## src/common/pim_defines.svh

```systemverilog
//----------------------------------------------------------------------
// Summary of operation
//----------------------------------------------------------------------
// Summary of operation
// [RQ1] Every interrupt pin has its own enable and rising or falling choice.
// [RQ2] All pins of one port share that port's single interrupt request.
// [RQ3] Edges are detected whatever the pin's direction setting.
// [RQ4] Port request is high while any pin has flag and enable set.
// [RQ5] A pending enabled pin interrupt wakes the CPU from stop or wait.
// [RQ6] Valid edge needs four inactive samples, then four active samples.
// [RQ7] In run and wait the filters sample on every bus clock.
// [RQ8] In stop the filters sample on the internal RC oscillator ticks.
// [RQ9] In stop the oscillator runs only while some enabled unflagged pin is unsettled.
// [RQ10] Ports P, H and J interrupt: eight pins on H, seven on J.
// [RQ11] After reset the peripheral ports are general-purpose inputs.
// [RQ12] After reset the bus ports follow the sampled mode pins.
// [RQ13] Multiplexed bus pins alternate between their two functions each cycle; the code alternates only in MODE_EMUL_EXP and MODE_EMUL_SC.
// [RQ14] A software bit selects between alternative bus pin functions.
// [RQ15] When two-wire takes a port J pin, that pin drives open-drain.
// [RQ16] Routing control puts serial interfaces onto port H; otherwise GPIO.
// [RQ17] Flag sets on a filtered valid edge and holds until software clears.
`ifndef PIM_DEFINES_SVH
`define PIM_DEFINES_SVH

// Register selects inside a port slot (address bits 2:0)
`define REG_DATA        3'h0
`define REG_DIR         3'h1
`define REG_POL         3'h2
`define REG_IE          3'h3
`define REG_IF          3'h4
// Routing control register address and bits
`define ADDR_ROUTE      5'h18
`define ROUTE_SER1_BIT  0
`define ROUTE_SER2_BIT  1
`define ROUTE_EGPIO_BIT 2
// Reset values
`define RST_BYTE        8'h00
`define RST_PINS        24'h000000
// Port J has seven pins: top bit of the 24-pin vector is absent
`define PIN_MASK        24'h7FFFFF
// Two-wire pins inside port J
`define J_TWI_SDA       5
`define J_TWI_SCL       6
// Filter and oscillator timing
`define FILT_SAMPLES    4
`define RC_DIV          4

`endif

```

## src/common/pim_pkg.sv

```systemverilog
package pim_pkg;

  // Operating mode as sampled from the mode pins
  typedef enum logic [2:0] {
    MODE_SPECIAL_SC  = 3'b000,
    MODE_EMUL_EXP    = 3'b001,
    MODE_SPECIAL_TST = 3'b010,
    MODE_EMUL_SC     = 3'b011,
    MODE_NORMAL_SC   = 3'b100,
    MODE_NORMAL_EXP  = 3'b101
  } mode_e;

  typedef logic [7:0] byte_t;

endpackage

```

## src/common/pin_filter_if.sv

```systemverilog
`timescale 1ns/1ns
`default_nettype none

interface pin_filter_if #(parameter int W = 24);
  logic         sample_en;
  logic [W-1:0] level;
  logic [W-1:0] rising;
  logic [W-1:0] valid_edge;
  logic [W-1:0] unsettled;

  modport ctrl (output sample_en, level, rising, input valid_edge, unsettled);
  modport filt (input sample_en, level, rising, output valid_edge, unsettled);
endinterface // pin_filter_if

`default_nettype wire

```

## src/verilog/port_pin_irq_mux.sv

```systemverilog
`timescale 1ns/1ns
`default_nettype none
`include "pim_defines.svh"

module port_pin_irq_mux #(
  parameter int RC_DIV  = `RC_DIV,
  parameter int SAMPLES = `FILT_SAMPLES
) (
  input  wire logic       MCLK_I,
  input  wire logic       RST_I,
  input  wire logic [4:0] ADDR_I,
  input  wire logic [7:0] WDATA_I,
  input  wire logic       WR_I,
  input  wire logic       RD_I,
  output var  logic [7:0] RDATA_O,
  input  wire logic [7:0] PP_I,
  input  wire logic [7:0] PH_I,
  input  wire logic [6:0] PJ_I,
  output var  logic [7:0] PP_O,
  output var  logic [7:0] PP_OE_O,
  output var  logic [7:0] PH_O,
  output var  logic [7:0] PH_OE_O,
  output var  logic [6:0] PJ_O,
  output var  logic [6:0] PJ_OE_O,
  input  wire logic [7:0] SERIAL_DO_I,
  input  wire logic [7:0] SERIAL_OE_I,
  input  wire logic       TWI_EN_I,
  input  wire logic       TWI_SDA_LOW_I,
  input  wire logic       TWI_SCL_LOW_I,
  input  wire logic       STOP_I,
  input  wire logic       WAIT_I,
  input  wire logic [2:0] MODE_I,
  output var  logic       IRQ_P_O,
  output var  logic       IRQ_H_O,
  output var  logic       IRQ_J_O,
  output var  logic       IRQ_O,
  output var  logic       WAKE_O,
  output var  logic       RC_OSC_ON_O,
  output var  logic       EBUS_FUNC_O,
  output var  logic       EBUS_MUX_O
);

  localparam int NP = 24;
  localparam int RCW = $clog2(RC_DIV + 1);

  //--------------------------------------------------------------------
  // Storage
  //--------------------------------------------------------------------
  logic [NP-1:0]         data_ff;
  logic [NP-1:0]         dir_ff;
  logic [NP-1:0]         pol_ff;
  logic [NP-1:0]         ie_ff;
  logic [NP-1:0]         if_ff;
  logic [7:0]            route_ff;
  logic [NP-1:0]         sync1_ff;
  logic [NP-1:0]         sync2_ff;
  logic [2:0]            mode1_ff;
  logic [2:0]            mode2_ff;
  logic                  strap_done_ff;
  logic [1:0]            strap_vld_ff;
  pim_pkg::mode_e        mode_ff;
  logic [RCW-1:0]        rc_cnt_ff;
  logic                  rc_tick_ff;
  logic [NP-1:0]         nxt_if;
  logic [NP-1:0]         clr_if;
  logic [NP-1:0]         pending;
  logic                  osc_need;
  logic                  nxt_bus_func;
  logic [7:0]            nxt_rdata;

  pin_filter_if #(.W(NP)) fif ();

  // Slot index of a port register access, 3 when not a port slot
  function automatic logic [1:0] port_of(input logic [4:0] a);
    if (a[4:3] != 2'h3 && a[2:0] <= `REG_IF)
      port_of = a[4:3];
    else
      port_of = 2'h3;
  endfunction

  //--------------------------------------------------------------------
  // Pin synchronisers and mode strap capture
  //--------------------------------------------------------------------
  // Two-stage capture of all pin levels
  always_ff @(posedge MCLK_I or posedge RST_I)
  begin
    if (RST_I)
    begin
      sync1_ff <= `RST_PINS;
      sync2_ff <= `RST_PINS;
    end
    else
    begin
      sync1_ff <= {1'b0, PJ_I, PH_I, PP_I};
      sync2_ff <= sync1_ff;
    end
  end

  // Mode pins synchronised then latched once after reset release
  always_ff @(posedge MCLK_I or posedge RST_I)
  begin
    if (RST_I)
    begin
      mode1_ff      <= 3'h0;
      mode2_ff      <= 3'h0;
      strap_vld_ff  <= 2'h0;
      strap_done_ff <= 1'b0;
      mode_ff       <= pim_pkg::MODE_NORMAL_SC;
    end
    else
    begin
      mode1_ff <= MODE_I;
      mode2_ff <= mode1_ff;
      // Marks both sync stages as holding real pin samples
      strap_vld_ff <= {strap_vld_ff[0], 1'b1};
      // [RQ12] Latch sampled mode
      if (!strap_done_ff && strap_vld_ff[1] && mode2_ff == mode1_ff)
      begin
        strap_done_ff <= 1'b1;
        mode_ff       <= pim_pkg::mode_e'(mode2_ff);
      end
    end
  end

  //--------------------------------------------------------------------
  // Register writes
  //--------------------------------------------------------------------
  // Per-port data, direction, polarity and enable registers
  always_ff @(posedge MCLK_I or posedge RST_I)
  begin
    if (RST_I)
    begin
      data_ff  <= `RST_PINS;
      // [RQ11] Inputs after reset
      dir_ff   <= `RST_PINS;
      pol_ff   <= `RST_PINS;
      ie_ff    <= `RST_PINS;
      route_ff <= `RST_BYTE;
    end
    else if (WR_I)
    begin
      for (int p = 0; p < 3; p++)
      begin
        if (port_of(ADDR_I) == 2'(p))
        begin
          // [RQ1] Per-pin configuration
          if (ADDR_I[2:0] == `REG_DATA)
            data_ff[8*p +: 8] <= WDATA_I & 8'(`PIN_MASK >> (8*p));
          else if (ADDR_I[2:0] == `REG_DIR)
            dir_ff[8*p +: 8] <= WDATA_I & 8'(`PIN_MASK >> (8*p));
          else if (ADDR_I[2:0] == `REG_POL)
            pol_ff[8*p +: 8] <= WDATA_I & 8'(`PIN_MASK >> (8*p));
          else if (ADDR_I[2:0] == `REG_IE)
            ie_ff[8*p +: 8] <= WDATA_I & 8'(`PIN_MASK >> (8*p));
        end
      end
      if (ADDR_I == `ADDR_ROUTE)
        route_ff <= WDATA_I;
    end
  end

  //--------------------------------------------------------------------
  // Pin interrupt flags
  //--------------------------------------------------------------------
  // Write-one-to-clear mask from the flag register writes
  always_comb
  begin
    clr_if = '0;
    for (int p = 0; p < 3; p++)
      if (WR_I && port_of(ADDR_I) == 2'(p) && ADDR_I[2:0] == `REG_IF)
        clr_if[8*p +: 8] = WDATA_I;
    // [RQ17] Edge wins over clear
    nxt_if = ((if_ff & ~clr_if) | fif.valid_edge) & `PIN_MASK;
  end

  // [RQ3] Edges regardless of direction
  always_ff @(posedge MCLK_I or posedge RST_I)
  begin
    if (RST_I)
      if_ff <= `RST_PINS;
    else
      if_ff <= nxt_if;
  end

  assign pending = if_ff & ie_ff;

  // Port requests, combined request and wake-up
  always_ff @(posedge MCLK_I or posedge RST_I)
  begin
    if (RST_I)
    begin
      IRQ_P_O <= 1'b0;
      IRQ_H_O <= 1'b0;
      IRQ_J_O <= 1'b0;
      IRQ_O   <= 1'b0;
      WAKE_O  <= 1'b0;
    end
    else
    begin
      // [RQ2] One request per port
      IRQ_P_O <= |pending[7:0];
      IRQ_H_O <= |pending[15:8];
      IRQ_J_O <= |pending[23:16];
      // [RQ4] Flag and enable
      IRQ_O   <= |pending;
      // [RQ5] Wake from stop or wait
      WAKE_O  <= (STOP_I || WAIT_I) && |pending;
    end
  end

  //--------------------------------------------------------------------
  // Filter clocking: bus clock or RC oscillator ticks
  //--------------------------------------------------------------------
  // [RQ9] Oscillator demand
  assign osc_need = |(fif.unsettled & ie_ff & ~if_ff & `PIN_MASK);

  // Divider standing in for the stop-mode RC oscillator
  always_ff @(posedge MCLK_I or posedge RST_I)
  begin
    if (RST_I)
    begin
      rc_cnt_ff   <= '0;
      rc_tick_ff  <= 1'b0;
      RC_OSC_ON_O <= 1'b0;
    end
    else
    begin
      RC_OSC_ON_O <= STOP_I && osc_need;
      rc_tick_ff  <= 1'b0;
      // [RQ9] Oscillator gated
      if (!(STOP_I && osc_need))
        rc_cnt_ff <= '0;
      else if (rc_cnt_ff == RCW'(RC_DIV - 1))
      begin
        rc_cnt_ff  <= '0;
        rc_tick_ff <= 1'b1;
      end
      else
        rc_cnt_ff <= rc_cnt_ff + RCW'(1);
    end
  end

  // [RQ7] Bus clock sampling
  // [RQ8] RC tick in stop
  assign fif.sample_en = !STOP_I || rc_tick_ff;
  // [RQ10] Eight on H, seven on J
  assign fif.level     = sync2_ff & `PIN_MASK;
  assign fif.rising    = pol_ff;

  pin_edge_filter #(
    .W       (NP),
    .SAMPLES (SAMPLES)
  ) u_filter (
    .clk_i (MCLK_I),
    .rst_i (RST_I),
    .fif   (fif)
  );

  //--------------------------------------------------------------------
  // Pin drivers
  //--------------------------------------------------------------------
  // Port outputs with routing and open-drain overrides
  always_ff @(posedge MCLK_I or posedge RST_I)
  begin
    if (RST_I)
    begin
      PP_O    <= 8'h00;
      PP_OE_O <= 8'h00;
      PH_O    <= 8'h00;
      PH_OE_O <= 8'h00;
      PJ_O    <= 7'h00;
      PJ_OE_O <= 7'h00;
    end
    else
    begin
      PP_O    <= data_ff[7:0];
      PP_OE_O <= dir_ff[7:0];
      PH_O    <= data_ff[15:8];
      PH_OE_O <= dir_ff[15:8];
      PJ_O    <= data_ff[22:16];
      PJ_OE_O <= dir_ff[22:16];
      // [RQ16] Serial routing onto H
      if (route_ff[`ROUTE_SER1_BIT])
      begin
        PH_O[3:0]    <= SERIAL_DO_I[3:0];
        PH_OE_O[3:0] <= SERIAL_OE_I[3:0];
      end
      if (route_ff[`ROUTE_SER2_BIT])
      begin
        PH_O[7:4]    <= SERIAL_DO_I[7:4];
        PH_OE_O[7:4] <= SERIAL_OE_I[7:4];
      end
      // [RQ15] Open-drain two-wire
      if (TWI_EN_I)
      begin
        PJ_O[`J_TWI_SDA]    <= 1'b0;
        PJ_OE_O[`J_TWI_SDA] <= TWI_SDA_LOW_I;
        PJ_O[`J_TWI_SCL]    <= 1'b0;
        PJ_OE_O[`J_TWI_SCL] <= TWI_SCL_LOW_I;
      end
    end
  end

  //--------------------------------------------------------------------
  // Expanded bus function select
  //--------------------------------------------------------------------
  // Bus function from the latched mode and the software select bit
  always_comb
  begin
    case (mode_ff)
      // [RQ14] Software choice
      pim_pkg::MODE_NORMAL_EXP:  nxt_bus_func = !route_ff[`ROUTE_EGPIO_BIT];
      pim_pkg::MODE_EMUL_EXP:    nxt_bus_func = 1'b1;
      pim_pkg::MODE_EMUL_SC:     nxt_bus_func = 1'b1;
      pim_pkg::MODE_SPECIAL_TST: nxt_bus_func = 1'b1;
      default:                   nxt_bus_func = 1'b0;
    endcase
    nxt_bus_func = nxt_bus_func && strap_done_ff;
  end

  // [RQ13] Time-multiplex phase
  always_ff @(posedge MCLK_I or posedge RST_I)
  begin
    if (RST_I)
    begin
      EBUS_FUNC_O <= 1'b0;
      EBUS_MUX_O  <= 1'b0;
    end
    else
    begin
      EBUS_FUNC_O <= nxt_bus_func;
      if (nxt_bus_func && (mode_ff == pim_pkg::MODE_EMUL_EXP ||
                           mode_ff == pim_pkg::MODE_EMUL_SC))
        EBUS_MUX_O <= !EBUS_MUX_O;
      else
        EBUS_MUX_O <= 1'b0;
    end
  end

  //--------------------------------------------------------------------
  // Register reads
  //--------------------------------------------------------------------
  // Read mux; data reads show pin level for inputs, latch for outputs
  always_comb
  begin
    nxt_rdata = 8'h00;
    for (int p = 0; p < 3; p++)
    begin
      if (RD_I && port_of(ADDR_I) == 2'(p))
      begin
        if (ADDR_I[2:0] == `REG_DATA)
          nxt_rdata = (dir_ff[8*p +: 8] & data_ff[8*p +: 8]) |
                      (~dir_ff[8*p +: 8] & sync2_ff[8*p +: 8]);
        else if (ADDR_I[2:0] == `REG_DIR)
          nxt_rdata = dir_ff[8*p +: 8];
        else if (ADDR_I[2:0] == `REG_POL)
          nxt_rdata = pol_ff[8*p +: 8];
        else if (ADDR_I[2:0] == `REG_IE)
          nxt_rdata = ie_ff[8*p +: 8];
        else
          nxt_rdata = if_ff[8*p +: 8];
      end
    end
    if (RD_I && ADDR_I == `ADDR_ROUTE)
      nxt_rdata = route_ff;
  end

  // Read data valid in the cycle after the strobe only
  always_ff @(posedge MCLK_I or posedge RST_I)
  begin
    if (RST_I)
      RDATA_O <= 8'h00;
    else
      RDATA_O <= nxt_rdata;
  end

  //--------------------------------------------------------------------
  // Checks
  //--------------------------------------------------------------------
  a_flag_sticky: assert property (@(posedge MCLK_I) disable iff (RST_I) // [RQ17]
    (($past(if_ff) & ~$past(clr_if) & ~if_ff) == '0))
    else $error("Pin flag dropped without a software clear");

  a_flag_on_edge: assert property (@(posedge MCLK_I) disable iff (RST_I) // [RQ17]
    ((fif.valid_edge & `PIN_MASK) != '0) |=> ((if_ff & $past(fif.valid_edge)) != '0))
    else $error("Filtered edge did not set its flag");

  a_port_request: assert property (@(posedge MCLK_I) disable iff (RST_I) // [RQ4]
    (|(if_ff[15:8] & ie_ff[15:8])) |=> IRQ_H_O)
    else $error("Port H request missing with flag and enable set");

  a_port_quiet: assert property (@(posedge MCLK_I) disable iff (RST_I) // [RQ2]
    IRQ_P_O |-> $past(|pending[7:0]))
    else $error("Port P request without a pending pin");

  a_wake_cpu: assert property (@(posedge MCLK_I) disable iff (RST_I) // [RQ5]
    (STOP_I && |pending) |=> WAKE_O)
    else $error("Pending interrupt failed to wake the CPU");

  a_run_sampling: assert property (@(posedge MCLK_I) disable iff (RST_I) // [RQ7]
    !STOP_I |-> fif.sample_en)
    else $error("Filter not sampled on bus clock outside stop");

  a_osc_gate: assert property (@(posedge MCLK_I) disable iff (RST_I) // [RQ9]
    !(STOP_I && osc_need) |=> !RC_OSC_ON_O && rc_cnt_ff == '0)
    else $error("RC oscillator ran without demand");

  a_stop_tick: assert property (@(posedge MCLK_I) disable iff (RST_I) // [RQ8]
    (STOP_I && fif.sample_en) |-> rc_tick_ff)
    else $error("Stop-mode sample outside an oscillator tick");

  a_twi_open_drain: assert property (@(posedge MCLK_I) disable iff (RST_I) // [RQ15]
    TWI_EN_I |=> !PJ_O[`J_TWI_SDA] && !PJ_O[`J_TWI_SCL])
    else $error("Two-wire pin drove high");

  a_reset_inputs: assert property (@(posedge MCLK_I) // [RQ11]
    $fell(RST_I) |-> PP_OE_O == 8'h00 && PH_OE_O == 8'h00 && PJ_OE_O == 7'h00)
    else $error("Port not an input after reset");

endmodule // port_pin_irq_mux

`default_nettype wire

```

## src/verilog/pin_edge_filter.sv

```systemverilog
`timescale 1ns/1ns
`default_nettype none
`include "pim_defines.svh"

module pin_edge_filter #(
  parameter int W       = 24,
  parameter int SAMPLES = `FILT_SAMPLES
) (
  input wire logic   clk_i,
  input wire logic   rst_i,
  pin_filter_if.filt fif
);

  localparam int CW = $clog2(SAMPLES + 2);
  localparam logic [CW-1:0] SAT  = CW'(SAMPLES + 1);
  localparam logic [CW-1:0] FULL = CW'(SAMPLES);

  logic [CW-1:0] cnt_ff [W];
  logic [W-1:0]  act_ff;
  logic [W-1:0]  armed_ff;
  logic [W-1:0]  edge_ff;
  logic [W-1:0]  act;
  logic [W-1:0]  at_full;

  // Next run length of equal samples, saturating above the threshold
  function automatic logic [CW-1:0] nxt_run(input logic [CW-1:0] c, input logic same);
    if (!same)
      nxt_run = CW'(1);
    else if (c < SAT)
      nxt_run = c + CW'(1);
    else
      nxt_run = c;
  endfunction

  // Active level follows the chosen polarity
  assign act = ~(fif.level ^ fif.rising);

  // Run counting, arming on inactive runs, edge on active run
  always_ff @(posedge clk_i or posedge rst_i)
  begin
    if (rst_i)
    begin
      for (int i = 0; i < W; i++)
        cnt_ff[i] <= '0;
      act_ff   <= '0;
      armed_ff <= '0;
      edge_ff  <= '0;
    end
    else
    begin
      for (int i = 0; i < W; i++)
      begin
        edge_ff[i] <= 1'b0;
        if (fif.sample_en)
        begin
          cnt_ff[i] <= nxt_run(cnt_ff[i], act[i] == act_ff[i]);
          act_ff[i] <= act[i];
          // [RQ6] Four inactive arm
          if (!act[i] && nxt_run(cnt_ff[i], act[i] == act_ff[i]) == FULL)
            armed_ff[i] <= 1'b1;
          // [RQ6] Four active fire
          else if (act[i] && armed_ff[i] && nxt_run(cnt_ff[i], act[i] == act_ff[i]) == FULL)
          begin
            armed_ff[i] <= 1'b0;
            edge_ff[i]  <= 1'b1;
          end
        end
      end
    end
  end

  // Status toward the port logic
  always_comb
  begin
    for (int i = 0; i < W; i++)
    begin
      at_full[i]       = (cnt_ff[i] == FULL);
      // A fresh level change counts as unsettled so stop mode can restart sampling
      fif.unsettled[i] = (cnt_ff[i] <= FULL) || (act[i] != act_ff[i]);
    end
  end
  assign fif.valid_edge = edge_ff;

  a_edge_needs_arm: assert property (@(posedge clk_i) disable iff (rst_i) // [RQ6]
    (edge_ff & ~$past(armed_ff)) == '0)
    else $error("Edge raised without four inactive samples first");

  a_edge_four_run: assert property (@(posedge clk_i) disable iff (rst_i) // [RQ6]
    (edge_ff & ~(at_full & act_ff)) == '0)
    else $error("Edge raised without exactly four active samples");

endmodule // pin_edge_filter

`default_nettype wire

```

## config.mk

```make
export PLATFORM = sky130hd
export DESIGN_NAME = port_pin_irq_mux
export DESIGN_NICKNAME = d
export VERILOG_FILES = /design/src/common/pim_pkg.sv /design/src/common/pin_filter_if.sv /design/src/verilog/port_pin_irq_mux.sv /design/src/verilog/pin_edge_filter.sv
export VERILOG_INCLUDE_DIRS = /design/src /design/src/common
export SDC_FILE = /design/constraint.sdc
export NUM_CORES = 1
export LEC_CHECK = 0
export BUFFER_PORTS_ARGS = -buffer_cell sky130_fd_sc_hd__buf_2
export CAP_MARGIN = 20
export CORE_MARGIN = 5
export CORE_UTILIZATION = 50
export DETAILED_ROUTE_END_ITERATION = 8
export GPL_TIMING_DRIVEN = 0
export PLACE_DENSITY = 0.79
export SYNTH_ARGS = -nofsm -noshare
export SYNTH_HDL_FRONTEND = slang
export SYNTH_SLANG_ARGS = --single-unit
```

## constraint.sdc

```tcl
create_clock -name MCLK_I -period 14.2 [get_ports MCLK_I]
set_clock_uncertainty 0.2 [all_clocks]
set_input_delay 0.71 -clock MCLK_I [delete_from_list [all_inputs] [get_ports MCLK_I]]
set_output_delay 0.71 -clock MCLK_I [all_outputs]
set_load 0.05 [all_outputs]
```

==> reports/qor.csv <==
metric;value;unit
CTS H-tree depth;2;
CP Class;flip-flop to flip-flop;
post-CTS sizing;0;
post-CTS setup buffers;0;
Tcrit/Tclk final;0.194;
Clock transition at path regs;0.06;ns
vias per std cell;5.90;
final WL;49.0;mm
Crit Path Max Fanout;6;
Data arrival, critical path;3.03;ns
max-cap violations;0;
Chip Width;197;um
Top FF cell, synth;dfrtp_1;
core area;34500;um2
die height;197;um
syn_area_per_cell;11.7;um2
IO Count;126;
Async S/R FF share, synth;1.00;
vias in the first global route;12800;
yosys warns;0;
RSZ-0062 raised after global routing;no;
Post-CTS Hold Fix Bufs;0;
Worst EP required;14.47;ns
clock buffer depth;3;
Slowest-stage cell, CP;a311oi_1;
Hold Vio Cnt, Final;0;
DR vias;12700;
grt total ovfl;0;
post-route design area;20000;um2
Worst setup EP type;flip-flop;
Detailed Place HPWL;35.0;mm
DR pass1 iterations;5;
relative slew slack;0.376;
Post-DP Area;18700;um2
Inserted Diodes;0;
GRT Util Overall;0.251;
worst-skew pair later-pin latency;0.55;ns
fmax;362;MHz
largest net degree at the start of global routing;138;
setup TNS;0;ns
final net count;1772;
Period minus WS final;2.76;ns
DR DRC count;0;
Hold Path Class;input pin to flip-flop;
Num Clock Sinks;385;
Final Util;0.579;
layout cells sized above 1;0.205;
final antenna-violating net count;0;
Layout area overhead;14.6;%
1st-iter DRT viols;994;
Slew Viols, Final;0;
pwr/cell area;186;nW/um2
max incr delay on CP;0.83;ns
CTS tree;yes;
Peak supply drop;0.162;mV
first-pass GRT wire length;75.0;mm
status;finished clean;
fin cells;2145;
Static Leakage;9.52;nW
syn nets;1603;
library cells used by synthesis;60;
worst-margin pin slew;0.930;ns
initial core utilization;0.505;
EDFF count, synth;0;
Largest register FFs;69;
Post-Synthesis Cells;1492;
FP Rows;68;
Seq cells post-synth;385;
Setup Viol. Count Final;0;
register area share after synthesis;0.553;
Cell Chain, Critical Path;xor3_1 > a311oi_1 > a31oi_1 > and4_1 > a211oi_2;
fill cell count;2696;
dpl cells;2074;
Biggest register;u_filter.cnt_ff;
Die ar.;38700;um2
initial antenna violation count;0;
port buffer count;124;
CTS buffer count;40;
netlist area before placement;17400;um2
drt wl/cell;22.8;um
GP Congestion;0.949;
root buffer cell;clkbuf_16;
startpoint types;flip-flop;
-- critical path: cells and delay by family, from the launching register on --
family | cells | cell delay, ns
XOR/XNOR | 1 | 0.52
flip-flops | 1 | 0.45
AO/OA/AOI/OAI | 3 | 1.16
AND/OR/NAND/NOR | 1 | 0.35
-- final cells by class --
class | count | area, um2 | area share
flip-flops and latches | 385 | 9640 | 0.483
clock buffers | 58 | 1180 | 0.0592
inverters | 114 | 435 | 0.0218
clock inverters | 13 | 104 | 0.00520
plain buffers | 52 | 233 | 0.0117
repair buffers | 127 | 683 | 0.0342
well taps | 455 | 569 | 0.0285
multi-input cells | 941 | 7120 | 0.357
-- cells by family (layout without fill, tap and decap cells) --
group                      after synthesis  count (layout)  synth area share
other                                    1               1          0.000215
AOI/OAI and AO/OA                      352             352             0.127
xor gates and xnor gates                49              49            0.0451
adders and majority gates               47              47            0.0338
muxes                                  152             152            0.0978
DFF                                    385             385             0.553
buffers and inverters                  166             364            0.0379
and+or+nand+nor                        340             340             0.104
-- placed cells by master, fill, tap and decap left out, types with 22 or more instances in the layout --
cell type  count
nor3b_1       30
a21oi_1       98
nor2_1        37
dfrtp_1      384
clkbuf_16     42
o31ai_1       23
a31oi_1       31
ha_1          47
buf_2        138
a311oi_1      22
nand4b_1      23
mux2i_1       34
inv_1        113
a21o_1        23
o21a_1        24
nand2_1      144
mux2_2       113
nand4_1       28
o21ai_0       82
clkbuf_1      31
xor2_1        25
-- through the flow --
| step | total power, mW | worst slack, ns | hold slack (ns) |
|---|---|---|---|
| global route | 3.89 | 11.50 | 0.0562 |
| CTS | 3.70 | 11.50 | 0.0492 |
| global placement | 2.60 | -0.958 | 0.132 |
| finish | 3.71 | 11.44 | 0.0707 |
| detailed placement | 2.67 | 11.19 | 0.135 |
| floorplan | 2.33 | 2.59 | 0.131 |
-- cells in the mapped netlist (all sizes together) (9+ instances only) --
cell type / number / area share
nand4: 31 / 0.012
nand4b: 23 / 0.012
dfrtp: 384 / 0.55
nand2b: 10 / 0.0036
o21a: 24 / 0.010
a31oi: 31 / 0.011
a21o: 23 / 0.0099
o2bb2ai: 9 / 0.0045
a22oi: 14 / 0.0060
xor2: 25 / 0.013
mux2: 115 / 0.074
ha: 47 / 0.034
clkbuf: 23 / 0.0050
o21ai: 82 / 0.024
nor3b: 30 / 0.013
nand2: 144 / 0.031
inv: 114 / 0.025
and3: 20 / 0.0072
mux2i: 34 / 0.020
o31ai: 23 / 0.0099
xor3: 23 / 0.032
nor2: 38 / 0.0083
o211ai: 10 / 0.0043
a21oi: 98 / 0.028
nand3b: 9 / 0.0039
buf: 29 / 0.0083
a311oi: 22 / 0.011
-- path summary, 6_finish.rpt --
check | to | cells past startpoint | start | slack, ns
worst max-delay path | rc_tick_ff | 5 | fif.rising[20] | 11.44
worst min-delay path | sync1_ff[1] | 1 | PP_I[1] | 0.07
worst max register to register | rc_tick_ff | 5 | fif.rising[20] | 11.44
worst min register to register | sync2_ff[8] | 0 | sync1_ff[8] | 0.15
max in group asynchronous | sync2_ff[4] | 4 | RST_I | 12.03
min in group asynchronous | dir_ff[18] | 2 | RST_I | 0.09
-- metal layers --
layer | vias up | part of all wire | GRT usage
li1 | 5667 | - | -
met1 | 6282 | 0.41 | 0.340
met2 | 574 | 0.45 | 0.388
met3 | 127 | 0.082 | 0.0547
met4 | 0 | 0.053 | 0.121
met5 | - | 0 | 0
-- power breakdown --
group	leakage, nW	switching (mW)	internal [mW]
sequential	4.80	0.294	1.36
clock	0.639	0.428	0.596
combinational	4.08	0.609	0.417
total	9.52	1.33	2.38
Power figures use the tool's default switching activity.
